$ cat config.mk
export PLATFORM = sky130hd
export DESIGN_NAME = ctx_ram_cmd
export DESIGN_NICKNAME = d
export VERILOG_FILES = /design/src/ctx_ram_cmd.v
export VERILOG_INCLUDE_DIRS = /design/src /design/src/src
export SDC_FILE = /design/constraint.sdc
export NUM_CORES = 2
export LEC_CHECK = 0
export BUFFER_PORTS_ARGS = -buffer_cell sky130_fd_sc_hd__buf_2
export CAP_MARGIN = 40
export CORE_MARGIN = 3
export CORE_UTILIZATION = 40
export DETAILED_ROUTE_END_ITERATION = 8
export GPL_TIMING_DRIVEN = 0
export PLACE_DENSITY = 0.53
export SLEW_MARGIN = 40
export SYNTH_ARGS = -nofsm -noshare
export SYNTH_HDL_FRONTEND = slang
export SYNTH_MEMORY_MAX_BITS = 65536
export SYNTH_SLANG_ARGS = --single-unit
export TNS_END_PERCENT = 30
$ cat constraint.sdc
create_clock -name core_clk -period 10.9 [get_ports core_clk]
set_input_delay 2.18 -clock core_clk [delete_from_list [all_inputs] [get_ports core_clk]]
set_output_delay 2.18 -clock core_clk [all_outputs]
set_load 0.01 [all_outputs]
$ cat src/ctx_ram_consts.vh
// Constants for the context memory read/write command interpreter
`ifndef CTX_RAM_CONSTS_VH
`define CTX_RAM_CONSTS_VH
`define OP_READ_RAM 3'h2
`define OP_WRITE_RAM 3'h3
`define OPC_HI 15
`define OPC_LO 13
`define DIS_DEST_BIT 12
`define CNT_HI_HI 13
`define CNT_HI_LO 12
`define WCNT_HI_HI 15
`define WCNT_HI_LO 14
`define ADDR_HI_W 11
`define ADDR_LO_W 14
`define ADDR_W 25
`define CNT_W 18
`define OVERRUN_BIT 9
`define MEM_DEPTH 256
`define MEM_AW 8
`endif

$ cat src/ctx_ram_cmd.v
// Context memory read/write command interpreter with result assembly
`timescale 1ns/1ns
`include "ctx_ram_consts.vh"

// Summary of operation
// - Opcode 2 in top bits of word 0 reads, opcode 3 writes memory.
// - Read fetches a contiguous memory block and sends it as destination output.
// - Read takes four words from command stream, two from source stream.
// - Write stores the source block into context memory.
// - Read length counts bytes, start address counts 16-bit words.
// - Write length counts bytes, start address counts 16-bit words.
// - Start address is a word index into memory.
// - Destination output is 32-bit aligned and padded to whole words.
// - Base result reports count of meaningful destination bytes.
// - Results come base first, then compression, MAC, encryption.
// - Results of units not enabled are omitted.
// - Base result is always written.
// - Write source input is an unstructured byte stream; read source carries address low bits and count.
module ctx_ram_cmd (
  input wire core_clk,
  input wire resetn,
  input wire clk_en,
  input wire [15:0] cmd_data,
  input wire cmd_valid,
  output reg cmd_ready,
  input wire [15:0] src_data,
  input wire src_valid,
  output reg src_ready,
  output reg [31:0] dest_data,
  output reg dest_valid,
  input wire dest_ready,
  output reg [15:0] res_data,
  output reg res_valid,
  input wire res_ready,
  output reg busy,
  output reg bad_opcode
);

// --------------------------------------------------------------
// State and storage
// --------------------------------------------------------------
// Sequencer states
localparam S_IDLE = 3'h0;
localparam S_CMD = 3'h1;
localparam S_SRCH = 3'h2;
localparam S_RUN = 3'h3;
localparam S_DRAIN = 3'h4;
localparam S_RES = 3'h5;

reg [2:0] st_q;
reg [1:0] wix_q;
reg [2:0] op_q;
reg dis_q;
reg [`ADDR_W-1:0] addr_q;
reg [`CNT_W-1:0] cnt_q;
reg [`CNT_W-1:0] left_q;
reg [`CNT_W-1:0] sent_q;
reg hi_q;
reg [15:0] mem_q [0:`MEM_DEPTH-1];
reg [1:0] rix_q;
reg [15:0] half_q;
reg half_v_q;
// Only the low word address bits index the modelled memory; higher bits alias
wire [`MEM_AW-1:0] mix = addr_q[`MEM_AW-1:0];
// Two-entry destination buffer
reg [31:0] fb_q [0:1];
reg [1:0] fcnt_q;
reg fwp_q;
reg frp_q;
wire f_full = (fcnt_q == 2'h2);
wire f_push_ok = !f_full;
reg f_push;
reg [31:0] f_word;
wire f_pop = dest_valid && dest_ready;
// Only a read that keeps its output has meaningful destination bytes
wire read_kept = !dis_q && (op_q == `OP_READ_RAM);
wire [`CNT_W-1:0] dest_bytes = read_kept ? cnt_q : {`CNT_W{1'b0}};
// Overrun compares the padded bytes sent with the requested count
wire overrun = read_kept && (sent_q > cnt_q);

// --------------------------------------------------------------
// Command handling
// --------------------------------------------------------------
// Sequencer: command words, source words, memory moves, then results
always @(posedge core_clk) begin
  if (!resetn) begin
    st_q <= S_IDLE;
    wix_q <= 2'h0;
    op_q <= 3'h0;
    dis_q <= 1'b0;
    addr_q <= {`ADDR_W{1'b0}};
    cnt_q <= {`CNT_W{1'b0}};
    left_q <= {`CNT_W{1'b0}};
    sent_q <= {`CNT_W{1'b0}};
    hi_q <= 1'b0;
    rix_q <= 2'h0;
    half_q <= 16'h0000;
    half_v_q <= 1'b0;
    bad_opcode <= 1'b0;
    busy <= 1'b0;
    cmd_ready <= 1'b0;
    src_ready <= 1'b0;
    f_push <= 1'b0;
    f_word <= 32'h00000000;
  end else if (clk_en) begin
    // A low clock enable skips this branch and so holds every register
    f_push <= 1'b0;
    case (st_q)
      S_IDLE: begin
        cmd_ready <= 1'b1;
        busy <= 1'b0;
        wix_q <= 2'h0;
        sent_q <= {`CNT_W{1'b0}};
        half_v_q <= 1'b0;
        rix_q <= 2'h0;
        // Clear the count so a refused command reports no stale bytes
        cnt_q <= {`CNT_W{1'b0}};
        if (cmd_valid && cmd_ready) begin
          op_q <= cmd_data[`OPC_HI:`OPC_LO];
          dis_q <= cmd_data[`DIS_DEST_BIT] && (cmd_data[`OPC_HI:`OPC_LO] == `OP_READ_RAM);
          bad_opcode <= (cmd_data[`OPC_HI:`OPC_LO] != `OP_READ_RAM) &&
                        (cmd_data[`OPC_HI:`OPC_LO] != `OP_WRITE_RAM);
          busy <= 1'b1;
          wix_q <= 2'h1;
          st_q <= S_CMD;
        end
      end
      S_CMD: begin
        if (cmd_valid && cmd_ready) begin
          wix_q <= wix_q + 2'h1;
          // Fields of word 1 and, for a write, words 2 and 3; rest is zero fill
          if (wix_q == 2'h1) begin
            addr_q[`ADDR_W-1:`ADDR_LO_W] <= cmd_data[`ADDR_HI_W-1:0];
            if (op_q == `OP_READ_RAM)
              cnt_q[`CNT_W-1:16] <= cmd_data[`CNT_HI_HI:`CNT_HI_LO];
            else
              cnt_q[`CNT_W-1:16] <= cmd_data[`WCNT_HI_HI:`WCNT_HI_LO];
          end
          if (wix_q == 2'h2 && op_q == `OP_WRITE_RAM)
            cnt_q[15:0] <= cmd_data;
          if (wix_q == 2'h3 && op_q == `OP_WRITE_RAM)
            addr_q[`ADDR_LO_W-1:0] <= cmd_data[`ADDR_LO_W-1:0];
          if (wix_q == 2'h3) begin
            // Host pads command to 8 bytes; remaining words ignored
            cmd_ready <= 1'b0;
            if (bad_opcode) begin
              st_q <= S_RES;
            end else if (op_q == `OP_READ_RAM) begin
              src_ready <= 1'b1;
              rix_q <= 2'h0;
              st_q <= S_SRCH;
            end else begin
              // A write goes straight to storing source words
              src_ready <= 1'b1;
              st_q <= S_RUN;
            end
          end
        end
      end
      S_SRCH: begin
        // Second half of the read structure comes from the source stream
        if (src_valid && src_ready) begin
          rix_q <= rix_q + 2'h1;
          if (rix_q == 2'h0)
            addr_q[`ADDR_LO_W-1:0] <= src_data[`ADDR_LO_W-1:0];
          else begin
            cnt_q[15:0] <= src_data;
            left_q <= {cnt_q[`CNT_W-1:16], src_data};
            src_ready <= 1'b0;
            hi_q <= 1'b0;
            st_q <= S_RUN;
          end
        end
      end
      S_RUN: begin
        if (op_q == `OP_WRITE_RAM) begin
          // Source is a plain byte stream taken two bytes per word
          if (cnt_q == {`CNT_W{1'b0}}) begin
            src_ready <= 1'b0;
            st_q <= S_RES;
          end else if (src_valid && src_ready) begin
            mem_q[mix] <= src_data;
            addr_q <= addr_q + 25'h0000001;
            if (cnt_q <= 18'h00002) begin
              cnt_q <= {`CNT_W{1'b0}};
              src_ready <= 1'b0;
              st_q <= S_RES;
            end else
              cnt_q <= cnt_q - 18'h00002;
          end
        end else if (left_q == {`CNT_W{1'b0}}) begin
          st_q <= S_DRAIN;
        end else if (f_push_ok && !f_push) begin
          // A push still in flight is not yet counted, so wait it out to avoid overfill
          // Pack memory halfwords into 32-bit destination words
          addr_q <= addr_q + 25'h0000001;
          if (left_q <= 18'h00002)
            left_q <= {`CNT_W{1'b0}};
          else
            left_q <= left_q - 18'h00002;
          if (!hi_q) begin
            half_q <= mem_q[mix];
            half_v_q <= 1'b1;
            hi_q <= 1'b1;
          end else begin
            f_word <= {half_q, mem_q[mix]};
            f_push <= !dis_q;
            sent_q <= sent_q + 18'h00004;
            half_v_q <= 1'b0;
            hi_q <= 1'b0;
          end
        end
      end
      S_DRAIN: begin
        // Odd halfword is padded out to a full word
        if (half_v_q && f_push_ok && !f_push) begin
          f_word <= {half_q, 16'h0000};
          f_push <= !dis_q;
          sent_q <= sent_q + 18'h00004;
          half_v_q <= 1'b0;
        end else if (!half_v_q && !f_push && fcnt_q == 2'h0) begin
          // Results start only once the host has taken every destination word
          rix_q <= 2'h0;
          st_q <= S_RES;
        end
      end
      S_RES: begin
        // Only the base result: no processing unit is enabled here
        if (res_valid && res_ready) begin
          rix_q <= rix_q + 2'h1;
          if (rix_q == 2'h3)
            st_q <= S_IDLE;
        end
      end
      default: st_q <= S_IDLE;
    endcase
  end
end

// --------------------------------------------------------------
// Base result words
// --------------------------------------------------------------
// Four base result words, each held until the host takes it
always @(posedge core_clk) begin
  if (!resetn) begin
    res_valid <= 1'b0;
    res_data <= 16'h0000;
  end else if (clk_en) begin
    if (st_q == S_RES && !(res_valid && res_ready && rix_q == 2'h3)) begin
      res_valid <= 1'b1;
      // Word order: overrun flag, count high bits, zero word, count low bits
      case (rix_q + (res_valid && res_ready ? 2'h1 : 2'h0))
        2'h0: res_data <= {6'h00, overrun, 9'h000};
        2'h1: res_data <= {2'h0, dest_bytes[17:16], 12'h000};
        2'h2: res_data <= 16'h0000;
        default: res_data <= dest_bytes[15:0];
      endcase
    end else begin
      res_valid <= 1'b0;
    end
  end
end

// --------------------------------------------------------------
// Destination buffer
// --------------------------------------------------------------
// Head entry is copied to the output register so dest_data leaves a flop
always @(posedge core_clk) begin
  if (!resetn) begin
    fcnt_q <= 2'h0;
    fwp_q <= 1'b0;
    frp_q <= 1'b0;
    dest_valid <= 1'b0;
    dest_data <= 32'h00000000;
    fb_q[0] <= 32'h00000000;
    fb_q[1] <= 32'h00000000;
  end else if (clk_en) begin
    if (f_push) begin
      fb_q[fwp_q] <= f_word;
      fwp_q <= ~fwp_q;
    end
    if (f_pop)
      frp_q <= ~frp_q;
    // Count moves by push minus pop; both may fall in one cycle
    fcnt_q <= fcnt_q + {1'b0, f_push} - {1'b0, f_pop};
    // Output register shows the head entry
    if (!dest_valid || f_pop) begin
      if ((fcnt_q - {1'b0, f_pop}) != 2'h0) begin
        dest_valid <= 1'b1;
        dest_data <= fb_q[f_pop ? ~frp_q : frp_q];
      end else if (f_push) begin
        dest_valid <= 1'b1;
        dest_data <= f_word;
      end else
        dest_valid <= 1'b0;
    end
  end
end

endmodule // ctx_ram_cmd

# After elaboration in Yosys (flattened, before gate mapping)

Memory sizes are Yosys's and may differ from the RTL's. A register that Yosys moved wholly into a read port is not among the register bits.
Cells that the tools add are included.

Bits in read-only memories: 0
Logic and storage cells: 282
Memory bits (writable): 4,160
Latch bits: 0
Register bits after elaboration: 199
Input port bits: 39
Output and inout bits: 54
Memories kept: 2

Magnitude comparators: 3
Bitwise operators: 5
Multiplexer cells: 124
Div/mod/pow operators: 0
Reduce and logical (&&, ||, !) cells: 62
Add/sub/neg operators: 10
Multiply operators: 0
Equal/unequal tests: 49
Shifts and indexed selects: 0

Memory list:

| name  | words | bits a word | rd ports | clocked after Yosys merged registers in | write ports | line             | source |
|---|---|---|---|---|---|---|---|
| mem_q | 256   | 16          | 1        | 1                                       | 1           | ctx_ram_cmd.v:59 | `` reg [15:0] mem_q [0:`MEM_DEPTH-1]; `` |
| fb_q  | 2     | 32          | 1        | 0                                       | 2           | ctx_ram_cmd.v:66 | `reg [31:0] fb_q [0:1];` |

Operators with widths:

| cell                    | count |
|---|---|
| $mux W18                | 17 |
| $mux W32                | 8 |
| $mux W25                | 6 |
| $pmux W16 S4            | 1 |
| $pmux W32 S2            | 1 |
| $pmux W18 S3            | 1 |
| $mux W16                | 3 |
| $pmux W16 S3            | 1 |
| $ne A2 B2 Y1 const B    | 23 |
| $mux W3                 | 15 |
| $mux W1                 | 42 |
| $mux W14                | 3 |
| $pmux W14 S3            | 1 |
| $le A18 B2 Y1 const B   | 2 |
| $logic_not A18 Y1       | 2 |
| $pmux W18 S2            | 1 |
| $sub A18 B2 Y18 const B | 2 |
| $reduce_or A32 Y1       | 1 |
| $reduce_and A10 Y1      | 3 |
| $reduce_and A7 Y1       | 4 |
| $add A25 B1 Y25 const B | 1 |
| $mux W2                 | 11 |
| $pmux W11 S2            | 1 |
| $ne A3 B3 Y1 const B    | 7 |
| 37 further kinds        | 96 |

# Longest topological paths before layout

Depth in word-level cells: 9
Mapped depth: 13
Gate-level depth less buffers: 9

# Least setup slack after synthesis

OpenSTA, ideal clock, no wires.

Path kind: input to register
From: input clk_en
To: memory fb_q[0][0] (enable)
Required time: 10.434 ns
Data arrival time: 4.862 ns
Cell stages on the path: 3
Path buffers: 1
Slack: 5.573 ns
Library setup time: 0.466 ns
Cell sequence: clkbuf_1 nand2_1 o21ai_0

RTL lines:

| item        | line             | source |
|---|---|---|
| from (decl) | ctx_ram_cmd.v:22 | `input wire clk_en,` |
| to (decl)   | ctx_ram_cmd.v:66 |  |

==> impl_results.md <==
* Status: complete, no violations
* Post-synth ARST share at 0
* CP startpoint kind: register
* Crit. End Element: register
* Final Non-Filler Cells at 15400
* Crit path max fanout at 10
* Fmax at 170 MHz
* DR WL/cell at 43.9 um
* Total number of vias at 97000
* DR iter-0 viols at 15500
* Share of layout cells above drive strength 1 at 0.296
* #FFs+latches synth at 4348
* Detail Placement HPWL at 474000 um
* Post-synthesis sequential area ratio at 0.757
* H-tree depth at 5
* GP Congestion at 1.02
* Setup TNS at 0 ps
* Antenna viol nets, final at 0
* Post-synth EDFFs at 4160
* Period utilization at 0.540
* Slew headroom at 0.293
* Clock root buffer: clkbuf_16
* Num rows at 238
* Reg clk slew, reported paths at 60 ps
* Clock Sinks at 4348
* CP max-delay cell: buf_2
* WP data required at 11830 ps
* HP Class: register to register
* P_leak at 0.0627 uW
* Io pins at 93
* Crit path kind: register to register
* Vias per std cell at 6.31
* CP Cell Sequence: buf_4, buf_4, buf_2, buf_2, nor2_1, clkbuf_1, a211oi_1, o211ai_1, a211oi_1, o22ai_1, o22ai_1
* P&R area growth vs syn at 19.3%
* First-pass GRT wire length at 882000 um
* GRT Residual Overflow at 0
* Fin area at 203000 um^2
* Minimum clock period after layout at 5880 ps
* Largest stage delay, worst path at 860 ps
* Power per cell area at 175 nW/um^2
* Syn nets at 8462
* Setup violations, final at 0
* Core Util, Final at 0.481
* Hold Fails Final Rpt at 0
* TritonCTS Buffers at 455
* Placed cells at 14500
* Yosys cell types at 89
* Vias in the first global route at 92800
* Die ar. at 433000 um^2
* Mapped Cells at 8392
* Worst Path Arrival at 6810 ps
* Number of synthesis warnings at 0
* Top_reg_cell synth: edfxtp_1
* Clock Latency Late Sink at 1050 ps
* Width of the die at 658 um
* Placement Cell Area at 188000 um^2
* Max-slew violation count at 0
* CTS tree: built
* Die height at 658 um
* # fillers at 34700
* Total GRT Usage at 0.308
* Worst clock skew at 85.1 ps
* Pin count of the biggest net entering global routing at 109
* Post-CTS Resized at 0
* RSZ-0062 raised after global routing: no
* Total power at 35500 uW
* Longest Clk Path Bufs at 4
* Most frequent cells in the layout: edfxtp_1 (4160), mux4_2 (976), clkbuf_16 (461)
* Cts hold-fix bufs at 0
* Most common cell after layout, fill and taps aside: edfxtp_1
* Total Nets Final at 9381
* Syn_area_per_cell at 20.2 um^2
* I/O Buffers at 91
* Core Footprint at 422000 um^2
* VDD IR max at 162 uV
* Post-CTS setup repair buffer count at 0
* Worst-Margin Slew at 1060 ps
* Detailed Route WL at 675000 um
* Netlist Area Pre-Place at 170000 um^2
* Buf+Inv Stages, Crit Path at 5
* Max-cap viol count at 0
* Drt pass-1 iters at 8
* Initial Util at 0.403
* Worst path top cell family by delay: buffers and inverters
* DRC errors left at 0
* Antenna violations before repair at 60
worst min-delay path, delay by kind of cell, from the launching register on:
| kind | cells | cell delay [ps] |
|---|---|---|
| AO/OA/AOI/OAI | 1 | 50 |
| buffers and inverters | 1 | 50 |
| flip-flops | 1 | 310 |
metrics by stage:
step | setup slack (ps) | hold WS, ps
4_1_cts | 4990 | 457
3_3_place_gp | 2610 | 444
5_1_grt | 5200 | 475
6_report | 5020 | 456
3_5_place_dp | 4450 | 447
2_1_floorplan | 5570 | 429
metal layers:
| metal | vias up | wire (um) | global-route usage |
|---|---|---|---|
| li1 | 36800 | - | - |
| met1 | 52100 | 251000 | 0.399 |
| met2 | 6410 | 293000 | 0.450 |
| met3 | 1545 | 78800 | 0.0987 |
| met4 | 32 | 51300 | 0.194 |
| met5 | - | 340 | 0.00211 |
layout make-up:
type / count / area, um^2 / share of cell area
inverter: 62 / 234 / 0.00115
tap: 5640 / 7060 / 0.0348
clock buffer: 573 / 12000 / 0.0592
buffer: 499 / 3280 / 0.0162
clock inverter: 274 / 2640 / 0.0130
antenna: 35 / 87.6 / 0.000432
sequential: 4348 / 129000 / 0.635
multi-input combinational: 3483 / 40500 / 0.200
timing repair buffer: 462 / 8270 / 0.0408
cells by family after synthesis:
| family | Yosys count | synth area share |
|---|---|---|
| multiplexers | 1209 | 0.145 |
| adder cells (fa/ha/maj) | 32 | 0.00234 |
| AND/OR/NAND/NOR | 1245 | 0.0343 |
| flip-flops | 4348 | 0.757 |
| AO/OA/AOI/OAI | 976 | 0.0406 |
| buffers and inverters | 561 | 0.0194 |
| XOR/XNOR | 21 | 0.00108 |
sequential cells by signal, indices dropped and copies added (netlist names), 2 cells and up, named ones only:
register	cells
f_word	32
half_q	16
sent_q	16
mem_q	4096
op_q	3
fcnt_q	2
fb_q	64
rix_q	2
st_q	3
left_q	18
dest_data	32
addr_q	8
cnt_q	18
wix_q	2
res_data	16
where the power goes:
part	internal, uW	switching (uW)	total (uW)
clock	8690	6760	15500
combinational	464	1310	1770
sequential	18300	13.6	18300
final timing paths:
check | from | endpoint | slack, ps | depth (start not counted)
setup / recovery | register | half_q[5]$_SDFFE_PN0P_ | 5020 | 11
hold reg to reg | half_q[0]$_SDFFE_PN0P_ | half_q[0]$_SDFFE_PN0P_ | 460 | 2
setup reg to reg | register | half_q[5]$_SDFFE_PN0P_ | 5020 | 11
hold / removal | half_q[0]$_SDFFE_PN0P_ | half_q[0]$_SDFFE_PN0P_ | 460 | 2
synth_stat cells, types with 12 or more instances:
cell	n	area, um^2
edfxtp_1	4160	125000
mux4_2	976	22000
nor2_1	453	1700
nand2_1	303	1140
a22oi_1	232	1740
mux2i_1	203	2030
dfxtp_1	188	3760
clkbuf_1	181	679
a21oi_1	133	666
buf_2	126	631
nor2b_1	109	682
and2_1	97	607
o21ai_0	92	460
a211oi_1	87	653
buf_4	86	646
o22ai_1	78	488
buf_6	77	867
nand3_1	76	380
nor3_1	70	350
inv_1	59	221
o21ai_1	36	180
a21boi_0	35	263
ha_1	31	388
nand2b_1	24	150
a22o_1	23	201
o41ai_1	23	201
a221oi_1	22	193
a31oi_1	22	138
nor4_1	22	138
mux4_1	19	499
a2111oi_0	18	158
o211ai_1	18	135
buf_1	17	63.8
a21boi_1	15	113
a32oi_1	15	131
a2bb2oi_1	14	123
or2_2	12	75.1
Note: power is estimated with default switching activity, not from simulation.
